**src/design/ptpci_pkg.sv**
```systemverilog
// constants and carrier types for the transmit command field intake
package ptpci_pkg;

    // register map, byte addresses on the configuration slave
    localparam logic [11:0] TX_CFG_OFFSET  = 12'h408;
    localparam logic [11:0] STATUS_OFFSET  = 12'h4F8;
    localparam int          ADDR_W         = 12;

    // transmitter configuration word layout
    localparam logic [31:0] TX_CFG_RESET   = 32'h1000_0000;
    localparam logic [31:0] TX_CFG_RW_MASK = 32'hFE40_0000;
    localparam int          INLINE_BIT     = 22;

    // status word layout
    localparam int          STAT_MODE_BIT  = 0;
    localparam int          STAT_BUSY_BIT  = 1;
    localparam int          STAT_CNT_LSB   = 16;

    // transmit user sideband layout
    localparam int          USER_W         = 128;
    localparam int          UNDERRUN_BIT   = 0;
    localparam int          CMD_LSB        = 64;
    localparam int          CMD_W          = 64;
    localparam int          TAG_LSB        = 48;
    localparam int          TAG_W          = 16;

    // in-line command field length in stream bytes
    localparam logic [3:0]  CMD_BYTES      = 4'h8;

    // buffering
    localparam int          FIFO_DEPTH     = 32;

    // AXI4-Lite responses
    localparam logic [1:0]  RESP_OKAY      = 2'h0;
    localparam logic [1:0]  RESP_DECERR    = 2'h3;

    typedef enum logic [1:0]
    {
        SEL_NONE,
        SEL_TX_CFG,
        SEL_STATUS
    } ptpci_sel_type;

    typedef struct packed
    {
        logic       underrun;
        logic       last;
        logic [7:0] data;
    } ptpci_beat_type;

    typedef struct packed
    {
        logic [31:0] rsvd;
        logic [15:0] tag;
        logic [47:0] sec;
        logic [31:0] ns;
    } ptpci_stamp_type;

endpackage

```
**src/design/ptpci_intake.sv**
```systemverilog
// transmit command field intake with frame buffer and timestamp streams
`timescale 1ns/100ps

module ptpci_fifo
    import ptpci_pkg::*;
#(
    parameter int WIDTH = 10,
    parameter int DEPTH = 32
)
(
    // clock and reset
    input  wire logic             clk,
    input  wire logic             sys_rst,
    // fill side
    input  wire logic [WIDTH-1:0] in_data,
    input  wire logic             in_valid,
    output logic                  in_ready,
    // drain side
    output logic [WIDTH-1:0]      out_data,
    output logic                  out_valid,
    input  wire logic             out_ready
);
    localparam int PW = $clog2(DEPTH);

    logic [WIDTH-1:0] mem [DEPTH];
    logic [PW-1:0]    wr_ptr_q;
    logic [PW-1:0]    rd_ptr_q;
    logic [PW:0]      count_q;
    logic [PW:0]      count_d;
    logic             push;
    logic             pop;

    // output register adds one slot beyond the array
    assign push    = in_valid && in_ready;
    assign pop     = (count_q != '0) && (!out_valid || out_ready);
    assign count_d = count_q + (PW+1)'(push) - (PW+1)'(pop);

    always_ff @(posedge clk)
    begin
        if (push)
            mem[wr_ptr_q] <= in_data;
    end

    always_ff @(posedge clk)
    begin
        if (sys_rst)
        begin
            wr_ptr_q  <= '0;
            rd_ptr_q  <= '0;
            count_q   <= '0;
            in_ready  <= 1'b1;
            out_valid <= 1'b0;
            out_data  <= '0;
        end
        else
        begin
            wr_ptr_q <= wr_ptr_q + PW'(push);
            rd_ptr_q <= rd_ptr_q + PW'(pop);
            count_q  <= count_d;
            // registered full flag, so ready is honest one cycle early
            in_ready <= (count_d < (PW+1)'(DEPTH));
            if (pop)
                out_data <= mem[rd_ptr_q];
            if (pop)
                out_valid <= 1'b1;
            else if (out_ready)
                out_valid <= 1'b0;
        end
    end
endmodule

module ptpci_intake
    import ptpci_pkg::*;
#(
    parameter bit PTP_PRESENT = 1'b1
)
(
    // clock and reset
    input  wire logic                clk,
    input  wire logic                sys_rst,
    // configuration slave
    input  wire logic [ADDR_W-1:0]   s_axi_awaddr,
    input  wire logic                s_axi_awvalid,
    output logic                     s_axi_awready,
    input  wire logic [31:0]         s_axi_wdata,
    input  wire logic [3:0]          s_axi_wstrb,
    input  wire logic                s_axi_wvalid,
    output logic                     s_axi_wready,
    output logic [1:0]               s_axi_bresp,
    output logic                     s_axi_bvalid,
    input  wire logic                s_axi_bready,
    input  wire logic [ADDR_W-1:0]   s_axi_araddr,
    input  wire logic                s_axi_arvalid,
    output logic                     s_axi_arready,
    output logic [31:0]              s_axi_rdata,
    output logic [1:0]               s_axi_rresp,
    output logic                     s_axi_rvalid,
    input  wire logic                s_axi_rready,
    // transmit stream from the client
    input  wire logic [7:0]          s_axis_tx_tdata,
    input  wire logic [USER_W-1:0]   s_axis_tx_tuser,
    input  wire logic                s_axis_tx_tlast,
    input  wire logic                s_axis_tx_tvalid,
    output logic                     s_axis_tx_tready,
    // frame data toward the MAC transmitter
    output logic [7:0]               mac_tx_tdata,
    output logic                     mac_tx_tuser,
    output logic                     mac_tx_tlast,
    output logic                     mac_tx_tvalid,
    input  wire logic                mac_tx_tready,
    // extracted command field
    output logic [CMD_W-1:0]         cmd_field,
    output logic                     cmd_valid,
    // system timer
    input  wire logic [47:0]         timer_sec,
    input  wire logic [31:0]         timer_ns,
    // receive data from the MAC and toward the client
    input  wire logic [7:0]          mac_rx_tdata,
    input  wire logic                mac_rx_tlast,
    input  wire logic                mac_rx_tvalid,
    output logic [7:0]               m_axis_rx_tdata,
    output logic                     m_axis_rx_tlast,
    output logic                     m_axis_rx_tvalid,
    // timestamp streams
    output logic [127:0]             tx_stamp_stream_out_tdata,
    output logic                     tx_stamp_stream_out_tvalid,
    output logic [127:0]             rx_stamp_stream_out_tdata,
    output logic                     rx_stamp_stream_out_tvalid
);
    typedef enum logic [1:0]
    {
        ST_IDLE,
        ST_CMD,
        ST_DATA
    } ptpci_state_type;

    function automatic ptpci_sel_type decode(input logic [ADDR_W-1:0] addr);
        if (addr == TX_CFG_OFFSET)
            return SEL_TX_CFG;
        else if (addr == STATUS_OFFSET)
            return SEL_STATUS;
        else
            return SEL_NONE;
    endfunction

    ptpci_state_type  state_q;
    ptpci_state_type  state_d;
    logic [31:0]      tx_cfg_q;
    logic             inline_q;
    logic [3:0]       cmd_cnt_q;
    logic [CMD_W-1:0] cmd_shift_q;
    logic [15:0]      frame_cnt_q;
    logic             rx_in_frame_q;

    // register bus decode
    ptpci_sel_type    wr_sel;
    ptpci_sel_type    rd_sel;
    logic             wr_go;
    logic             rd_go;
    logic [31:0]      wmask;
    logic [31:0]      status_word;
    logic [31:0]      rd_word;

    assign wr_go  = s_axi_awvalid && s_axi_wvalid && !s_axi_bvalid && !s_axi_awready;
    assign rd_go  = s_axi_arvalid && !s_axi_rvalid && !s_axi_arready;
    assign wr_sel = decode(s_axi_awaddr);
    assign rd_sel = decode(s_axi_araddr);
    assign wmask  = {{8{s_axi_wstrb[3]}}, {8{s_axi_wstrb[2]}},
                     {8{s_axi_wstrb[1]}}, {8{s_axi_wstrb[0]}}} & TX_CFG_RW_MASK;

    assign status_word = {frame_cnt_q, 14'h0000, (state_q != ST_IDLE), inline_q};
    assign rd_word     = (rd_sel == SEL_TX_CFG) ? tx_cfg_q :
                         (rd_sel == SEL_STATUS) ? status_word : 32'h0000_0000;

    always_ff @(posedge clk)
    begin
        if (sys_rst)
        begin
            s_axi_awready <= 1'b0;
            s_axi_wready  <= 1'b0;
            s_axi_bvalid  <= 1'b0;
            s_axi_bresp   <= RESP_OKAY;
            s_axi_arready <= 1'b0;
            s_axi_rvalid  <= 1'b0;
            s_axi_rresp   <= RESP_OKAY;
            s_axi_rdata   <= 32'h0000_0000;
        end
        else
        begin
            s_axi_awready <= wr_go;
            s_axi_wready  <= wr_go;
            if (wr_go)
            begin
                s_axi_bvalid <= 1'b1;
                s_axi_bresp  <= (wr_sel == SEL_NONE) ? RESP_DECERR : RESP_OKAY;
            end
            else if (s_axi_bready)
                s_axi_bvalid <= 1'b0;
            s_axi_arready <= rd_go;
            if (rd_go)
            begin
                s_axi_rvalid <= 1'b1;
                s_axi_rdata  <= rd_word;
                s_axi_rresp  <= (rd_sel == SEL_NONE) ? RESP_DECERR : RESP_OKAY;
            end
            else if (s_axi_rready)
                s_axi_rvalid <= 1'b0;
        end
    end

    // configuration word, reserved bits stay zero
    always_ff @(posedge clk)
    begin
        if (sys_rst)
            tx_cfg_q <= TX_CFG_RESET;
        else if (wr_go && wr_sel == SEL_TX_CFG)
            tx_cfg_q <= (tx_cfg_q & ~wmask) | (s_axi_wdata & wmask);
    end

    // transmit intake
    ptpci_beat_type beat_in;
    ptpci_beat_type beat_out;
    logic           fifo_ready;
    logic           accept;
    logic           first_beat;
    logic           cmd_beat;
    logic           push;
    logic           mode_next;

    assign accept     = s_axis_tx_tvalid && s_axis_tx_tready;
    // no timestamp build, bit has no effect
    assign mode_next  = PTP_PRESENT && tx_cfg_q[INLINE_BIT];
    // idle in in-line mode already takes byte 0 as field, so back-to-back frames lose nothing
    assign cmd_beat   = inline_q && (state_q != ST_DATA);
    assign first_beat = accept && (state_q == ST_IDLE) && !inline_q;
    // in out-of-band mode every byte goes to the MAC
    assign push       = accept && !cmd_beat;
    // underrun flag travels with the byte; bits 63:1 unused
    assign beat_in    = '{underrun: s_axis_tx_tuser[UNDERRUN_BIT],
                          last:     s_axis_tx_tlast,
                          data:     s_axis_tx_tdata};
    assign s_axis_tx_tready = fifo_ready;

    always_comb
    begin
        state_d = state_q;
        unique case (state_q)
            ST_IDLE:
                if (accept && !s_axis_tx_tlast)
                    state_d = inline_q ? ST_CMD : ST_DATA;
            ST_CMD:
                if (accept && s_axis_tx_tlast)
                    state_d = ST_IDLE;
                else if (accept && cmd_cnt_q == CMD_BYTES - 4'h1)
                    state_d = ST_DATA;
            ST_DATA:
                if (accept && s_axis_tx_tlast)
                    state_d = ST_IDLE;
        endcase
    end

    always_ff @(posedge clk)
    begin
        if (sys_rst)
        begin
            state_q     <= ST_IDLE;
            inline_q    <= 1'b0;
            cmd_cnt_q   <= 4'h0;
            cmd_shift_q <= '0;
            frame_cnt_q <= 16'h0000;
        end
        else
        begin
            state_q <= state_d;
            if (state_d == ST_IDLE)
                inline_q <= mode_next;
            // in-line field, first byte lands in bits 7:0
            if (state_d == ST_IDLE)
                cmd_cnt_q <= 4'h0;
            else if (cmd_beat && accept)
                cmd_cnt_q <= cmd_cnt_q + 4'h1;
            if (cmd_beat && accept)
                cmd_shift_q <= {s_axis_tx_tdata, cmd_shift_q[CMD_W-1:8]};
            if (push && s_axis_tx_tlast)
                frame_cnt_q <= frame_cnt_q + 16'h0001;
        end
    end

    ptpci_fifo #(
        .WIDTH ($bits(ptpci_beat_type)),
        .DEPTH (FIFO_DEPTH)
    ) u_fifo (
        .clk       (clk),
        .sys_rst   (sys_rst),
        .in_data   (beat_in),
        .in_valid  (push),
        .in_ready  (fifo_ready),
        .out_data  (beat_out),
        .out_valid (mac_tx_tvalid),
        .out_ready (mac_tx_tready)
    );

    assign mac_tx_tdata = beat_out.data;
    assign mac_tx_tlast = beat_out.last;
    assign mac_tx_tuser = beat_out.underrun;

    // command field capture and transmit stamp
    logic            inline_done;
    logic [CMD_W-1:0] cmd_now;

    assign inline_done = cmd_beat && accept && !s_axis_tx_tlast
                         && (cmd_cnt_q == CMD_BYTES - 4'h1);
    assign cmd_now     = inline_done ? {s_axis_tx_tdata, cmd_shift_q[CMD_W-1:8]}
                                     : s_axis_tx_tuser[CMD_LSB +: CMD_W];

    always_ff @(posedge clk)
    begin
        if (sys_rst)
        begin
            cmd_field                  <= '0;
            cmd_valid                  <= 1'b0;
            tx_stamp_stream_out_tdata  <= '0;
            tx_stamp_stream_out_tvalid <= 1'b0;
        end
        else
        begin
            // sideband field used only out-of-band, on the first beat
            cmd_valid                  <= PTP_PRESENT && (first_beat || inline_done);
            tx_stamp_stream_out_tvalid <= PTP_PRESENT && (first_beat || inline_done);
            if (first_beat || inline_done)
            begin
                cmd_field <= cmd_now;
                // tag copied into stamp bits 95:80
                tx_stamp_stream_out_tdata <= ptpci_stamp_type'{rsvd: 32'h0000_0000,
                                               tag:  cmd_now[TAG_LSB +: TAG_W],
                                               sec:  timer_sec,
                                               ns:   timer_ns};
            end
        end
    end

    // receive data and receive stamp on first beat
    always_ff @(posedge clk)
    begin
        if (sys_rst)
        begin
            m_axis_rx_tdata            <= 8'h00;
            m_axis_rx_tlast            <= 1'b0;
            m_axis_rx_tvalid           <= 1'b0;
            rx_in_frame_q              <= 1'b0;
            rx_stamp_stream_out_tdata  <= '0;
            rx_stamp_stream_out_tvalid <= 1'b0;
        end
        else
        begin
            m_axis_rx_tdata            <= mac_rx_tdata;
            m_axis_rx_tlast            <= mac_rx_tlast;
            m_axis_rx_tvalid           <= mac_rx_tvalid;
            if (mac_rx_tvalid)
                rx_in_frame_q <= !mac_rx_tlast;
            rx_stamp_stream_out_tvalid <= PTP_PRESENT && mac_rx_tvalid && !rx_in_frame_q;
            if (mac_rx_tvalid && !rx_in_frame_q)
                rx_stamp_stream_out_tdata <= ptpci_stamp_type'{rsvd: 32'h0000_0000, tag: 16'h0000,
                                               sec: timer_sec, ns: timer_ns};
        end
    end
endmodule

```
**config.mk**
```make
export PLATFORM = sky130hd
export DESIGN_NAME = ptpci_intake
export DESIGN_NICKNAME = d
export VERILOG_FILES = /design/src/design/ptpci_pkg.sv /design/src/design/ptpci_intake.sv
export SDC_FILE = /design/constraint.sdc
export NUM_CORES = 1
export LEC_CHECK = 0
export ABC_AREA = 1
export BUFFER_PORTS_ARGS = -buffer_cell sky130_fd_sc_hd__buf_2
export CORE_MARGIN = 2
export CORE_UTILIZATION = 25
export CTS_BUF_LIST = sky130_fd_sc_hd__clkbuf_8
export CTS_CLUSTER_SIZE = 16
export DETAILED_ROUTE_END_ITERATION = 6
export GPL_TIMING_DRIVEN = 1
export HOLD_SLACK_MARGIN = 0.1
export SYNTH_ARGS = -nofsm -noshare
export SYNTH_HDL_FRONTEND = slang
export SYNTH_SLANG_ARGS = --single-unit
```
**constraint.sdc**
```tcl
create_clock -name clk -period 3.35 [get_ports clk]
set_input_delay 0 -clock clk [delete_from_list [all_inputs] [get_ports clk]]
set_output_delay 0 -clock clk [all_outputs]
set_load 0.01 [all_outputs]
```
==> results of run 1 <==
==> metal layers <==
metal,wire [um],vias up,GRT usage [%]
met3,8489,269,4.139
met5,27,-,0
met4,5021,4,8.563
met2,45650,1109,26.75
li1,-,12020,-
met1,40030,11760,20.57
==> kinds of logic after synthesis <==
kind of cell,after synthesis,synth area share [%]
AO/OA/AOI/OAI,415,7.663
XOR/XNOR,8,0.2474
adder cells (fa/ha/maj),18,0.8215
buffers and inverters,513,8.790
flip-flops,696,60.49
other,1,0.01324
AND/OR/NAND/NOR,1549,21.97
==> cells in the final DEF (no fill, tap or decap), types with 3 or more instances in the layout <==
master,netlist,final
clkinv_2,0,12
buf_2,46,497
ha_1,17,17
dfxtp_1,376,374
nand4_1,5,5
inv_2,7,6
buf_4,127,55
conb_1,1,94
clkbuf_8,0,143
clkinv_1,1,22
nand3_1,223,222
bufinv_16,0,3
nand2_2,3,3
o21ai_0,264,264
a21oi_1,83,83
nand2_1,707,707
buf_12,0,9
edfxtp_1,320,320
nor2_1,585,584
nor3_1,6,5
nand3b_1,4,4
nor2_4,3,4
nor2_2,4,4
inv_1,216,251
a31oi_1,60,60
dlygate4sd3_1,0,402
xor2_1,5,5
diode_2,0,4
xnor2_1,3,3
==> how the worst min path moves through the flow <==
stage	to	slack, ns	depth (start not counted)
2_1_floorplan	rx_in_frame_q	0.09	1
3_3_place_gp	register	0.20	3
3_5_place_dp	register	0.21	3
4_1_cts	tx_stamp_stream_out_tdata[56]	0.10	4
5_1_grt	rx_stamp_stream_out_tdata[52]	0.14	4
6_report	tx_stamp_stream_out_tdata[56]	0.19	4
==> through the flow <==
step	setup WS [ns]	hold WS, ns
2_1_floorplan	0.8921	0.08999
3_3_place_gp	0.7235	0.2043
3_5_place_dp	0.7012	0.2084
4_1_cts	0.3331	0.1028
5_1_grt	0.09292	0.1355
6_report	0.2519	0.1921
==> registers in the layout, summed over array words and instances (netlist names), 2 cells and up, named ones only <==
register,flops
rx_stamp_stream_out_tdata,80
state_q,2
tx_stamp_stream_out_tdata,80
u_fifo.mem,320
cmd_cnt_q,4
frame_cnt_q,16
m_axis_rx_tdata,8
s_axi_rdata,18
cmd_shift_q,56
u_fifo.rd_ptr_q,5
u_fifo.wr_ptr_q,5
u_fifo.count_q,6
u_fifo.out_data,10
cmd_field,64
==> cells in the mapped netlist, drive strengths merged (4+ instances only) <==
cell,n,area [sq um]
clkbuf,103,386.6
buf,186,1262
a21oi,83,415.4
inv,223,837.1
nor3,7,40.04
nand2,711,2684
a31oi,60,375.4
nand3b,4,30.03
nand4,5,31.28
nor2,592,2255
nand3,225,1144
dfxtp,376,7527
o21ai,266,1331
ha,17,212.7
xor2,5,43.79
edfxtp,320,9609
==> power by group <==
part           switching [mW]  total [mW]  internal [mW]
registers               0.418        9.99           9.57
logic                    4.29        6.37           2.08
clock network            3.74        7.87           4.13
==> worst max-delay path, delay by kind of cell (launching register included) <==
kind / cells / cell delay [ns]
and+or+nand+nor: 6 / 0.83
buffers and inverters: 3 / 1.83
DFF: 1 / 0.32
==> cell type report <==
class                           count  area (sq um)
Fill cell                       11340         74010
Sequential cell                   696         17140
Multi-Input combinational cell   2084          9067
Timing Repair Buffer              963          7104
Clock buffer                      143          1968
Tap cell                         1500          1877
Inverter                          224         853.3
Clock inverter                     81         470.5
Antenna cell                        4         10.01
==> repair_timing <==
action                                  CTS  global route
gates resized for setup                   0             2
endpoints found under the setup margin    0             2
endpoints found under the hold margin   639             0
hold buffers                            402             0
==> results.cfg, run 1 <==
[die]
die_h_um = 340.6
row_count = 123
die-area_sq_um = 116000
ioPinCount = 682
start_util_pct = 25.18
dieWidth_um = 340.6
core_sq_um = 112500

[placement]
place_area_sq_um = 32010
dp_hpwl_um = 61810
gp_congestion = 0.9037
dp_cells = 5065
port_buffers = 498

[cts]
clk_latency_ns = 0.78
cts.sinks = 696
root_buffer = clkbuf_8
cts_inserted_buffers = 120
cts_setup_buffers = 0
ctsHtreeMaxLevel = 3
cts.clk_slew.worst_paths_ns = 0.06
cts_tree = yes
clock_path_buffers = 3

[setup_path]
cpMaxStageDelayCell = dlygate4sd3_1
r2r_cells = 9
crit_type = reg2reg
worst-path-max-fanout = 8
path_cells = nor2_1, nand3_1, dlygate4sd3_1, nor2_1, nand3_2, nor2_1, dlygate4sd3_1, nor2_1, dlygate4sd3_1
worstPathArrival_ns = 3.75
r2r-start = s_axi_bvalid
cp_common_cell = nor2_1
end_kind = register
cpPeakStageDelay_ns = 0.64
ff2ff_setup_slack_ns = 0.25
crit_path_start_kind = register
cp-startpoint = s_axi_bvalid
cp_data_required_time_ns = 4.00

[yosys]
yosysUniqueCellTypes = 39
synth-edff-count = 320
synth_cells = 3200
avgSynthCellArea_sq_um = 8.852
synth_area_sq_um = 28330
ys_seq_elements = 696
seq_area_frac_synth_pct = 60.49
yosys_warnings = 0
ys.flop_type = dfxtp_1
async_reset_ff_share_pct = 0

[detailed_routing]
drc_errors = 0
drt_iter0_markers = 1970
ant_nets = 0
wl_per_cell_um = 17.42
vias = 25160
routed_wl_um = 99220
dr.pass1.iters = 6
viasPerCell = 4.418

[finish]
fin_nets = 4403
final_layout_size_suffix_gt1_share_pct = 18.04
fin_cells = 5695
final_area_sq_um = 38490
areaGrowthSynthToFinish_pct = 35.88
utilization_pct = 34.22

[timing]
min_period_ns = 3.098
max_freq_mhz = 322.8
worst_slew_pin_slew_ns = 1.021
hold_viol = 0
period_share_pct = 92.48
slew_viol_final = 0
timing.setup.tns_ns = 0
relSlewSlack_pct = 31.97
setup_viol = 0
fin_skew_ns = 0.06915
rsz0062_at_grt = false

[global_route]
grt_max_degree = 125
grt_pass1_wl_um = 148400
track_usage_pct = 16.61
grt_pass1_vias = 24720
grt_overflow = 0
antenna_found_initial = 11

[power]
p_leak_nw = 16.74
power_mw = 24.23
ir_worst_vdd_v = 0.0005238
power_density_nw_per_um2 = 629.4

[status]
status = completed

[min_path]
hp-start = timer_sec[24]
hold_path_class = in2reg

[run]
drv_cap = 0
(Power assumes the default switching activity.)
==> run 2: changes to the inputs <==
--- a/config.mk
+++ b/config.mk
@@ -7,13 +7,14 @@
 export LEC_CHECK = 0
 export ABC_AREA = 1
 export BUFFER_PORTS_ARGS = -buffer_cell sky130_fd_sc_hd__buf_2
-export CORE_MARGIN = 2
-export CORE_UTILIZATION = 25
+export CORE_AREA = 2 2 262 264
 export CTS_BUF_LIST = sky130_fd_sc_hd__clkbuf_8
 export CTS_CLUSTER_SIZE = 16
 export DETAILED_ROUTE_END_ITERATION = 6
+export DIE_AREA = 0 0 264 266
 export GPL_TIMING_DRIVEN = 1
 export HOLD_SLACK_MARGIN = 0.1
+export PLACE_DENSITY = 0.65
 export SYNTH_ARGS = -nofsm -noshare
 export SYNTH_HDL_FRONTEND = slang
 export SYNTH_SLANG_ARGS = --single-unit
==> run 2 against run 1 <==
Core utilization rose by 21 points; clock power fell by 6.6%; non-clock buffer count fell by 32; via count rose by 1.2%; sequential power barely moved; largest power group unchanged; global-route usage rose by 8.8 points; maximum frequency fell by 6.2%.
==> results.cfg, run 2 (synthesis results as in run 1) <==
[cts]
cts_tree = yes
root_buffer = clkbuf_8
ctsHtreeMaxLevel = 3
clk_latency_ns = 0.72
cts.clk_slew.worst_paths_ns = 0.07
cts_inserted_buffers = 111
clock_path_buffers = 3
cts.sinks = 696

[detailed_routing]
dr.pass1.iters = 5
routed_wl_um = 92680
viasPerCell = 5.058
wl_per_cell_um = 18.42
ant_nets = 0
drc_errors = 0
drt_iter0_markers = 2086
vias = 25460

[finish]
largest_reg_flops = 320
fin_cells = 5033
final_area_sq_um = 37210
regMostFlops = u_fifo.mem
seqCellArea_sq_um = 17140
areaGrowthSynthToFinish_pct = 31.35
utilization_pct = 54.92
fill_cells = 5827
final_layout_size_suffix_gt1_share_pct = 18.21
fin_nets = 4362
multi_input_area_sq_um = 9067
layout.cells.most_common = nand2_1
reg_top3 = u_fifo.mem: 320 flops, rx_stamp_stream_out_tdata: 80 flops, tx_stamp_stream_out_tdata: 80 flops
final_cell_mix = nand2_1, nor2_1, buf_2

[global_route]
use_met2_pct = 42.99
grt_pass1_vias = 24880
grt_pass1_wl_um = 140000
track_usage_pct = 25.45
grt_max_degree = 172
antenna_found_initial = 4
busiest_layer = met2
met1_usage_pct = 29.93
grt_overflow = 0
grt_util_met3_pct = 5.259

[timing]
setup_viol = 0
slew_viol_final = 0
min_period_ns = 3.303
period_share_pct = 98.59
max_freq_mhz = 302.8
timing.setup.tns_ns = 0
relSlewSlack_pct = 39.53
worst_slew_pin_slew_ns = 0.9060
hold_viol = 0
worst_slack_ns = 0.04714
whs_ns = 0.1688
fin_skew_ns = 0.04898

[power]
p_leak_nw = 16.53
power_density_nw_per_um2 = 630.0
ir_worst_vdd_v = 0.0009190
power_mw = 23.44

[placement]
pre_cts_slack_ns = 0.9216
gp_congestion = 0.8365
dp_hpwl_um = 54110
dp_cells = 4449
place_area_sq_um = 31220
port_buffers = 498

[setup_path]
crit_path_start_kind = register
r2r_cells = 10
r2r-start = s_axi_wready
crit_type = reg2reg
worst-path-max-fanout = 8
worstPathArrival_ns = 3.93
end_kind = register
ff2ff_setup_slack_ns = 0.05
cp_data_required_time_ns = 3.98

[die]
die_h_um = 266
core_sq_um = 67750
row_count = 96
dieWidth_um = 264
ioPinCount = 682
start_util_pct = 41.81
die-area_sq_um = 70220

[min_path]
min_to = rx_stamp_stream_out_tdata[4]
hold_path_class = in2reg
hp-start = timer_ns[4]
hold-path-cell-count = 4

[status]
status = completed

[run]
drv_cap = 0
-- run 2: repair_timing --
item | in CTS | in global routing
setup endpoints to repair | 0 | 7
hold buffers | 368 | 0
buffers inserted | 0 | 0
resized for setup | 0 | 2
hold endpoints to repair | 631 | 0
-- run 2: layer usage --
layer | vias up | part of all wire, %
met2 | 1276 | 48
met5 | - | 0
met1 | 11950 | 38
li1 | 11910 | -
met4 | 0 | 6.0
met3 | 321 | 7.5
-- run 2: area by class of cell --
| type | count | share of cell area (%) |
|---|---|---|
| flip-flops and latches | 696 | 46.07 |
| inverters | 224 | 2.293 |
| clock inverters | 70 | 0.9618 |
| well taps | 882 | 2.966 |
| diodes | 6 | 0.04035 |
| repair buffers | 931 | 18.12 |
| multi-input cells | 2084 | 24.37 |
| clock buffers | 140 | 5.179 |
-- run 2: worst max-delay path by stage --
stage / startpoint / endpoint / slack [ns]
after global placement: u_fifo.count_q[4] / u_fifo.count_q[4] / 0.89
final: s_axi_wready / register / 0.05
after CTS: s_axi_wready / register / 0.09
after detailed placement: u_fifo.count_q[2] / u_fifo.count_q[4] / 0.92
after global routing: s_axi_wready / register / -0.09
after floorplan: u_fifo.count_q[2] / u_fifo.count_q[4] / 0.89
-- run 2: report_power, final --
| group | switching [mW] | leakage, nW | internal (mW) | total, mW |
|---|---|---|---|---|
| clock network | 3.49 | 1.34 | 3.86 | 7.35 |
| logic | 4.09 | 9.23 | 2.01 | 6.10 |
| registers | 0.420 | 5.97 | 9.57 | 9.99 |
-- run 2: worst max-delay path, cell delays in order (launching register included) --
cell,delay (ns)
dfxtp_1,0.41
nor2_1,0.17
nand3_1,0.13
dlygate4sd3_1,0.63
nor2_1,0.21
nand3_2,0.25
inv_2,0.21
nand2_1,0.07
dlygate4sd3_1,0.55
nand3_1,0.06
dlygate4sd3_1,0.55
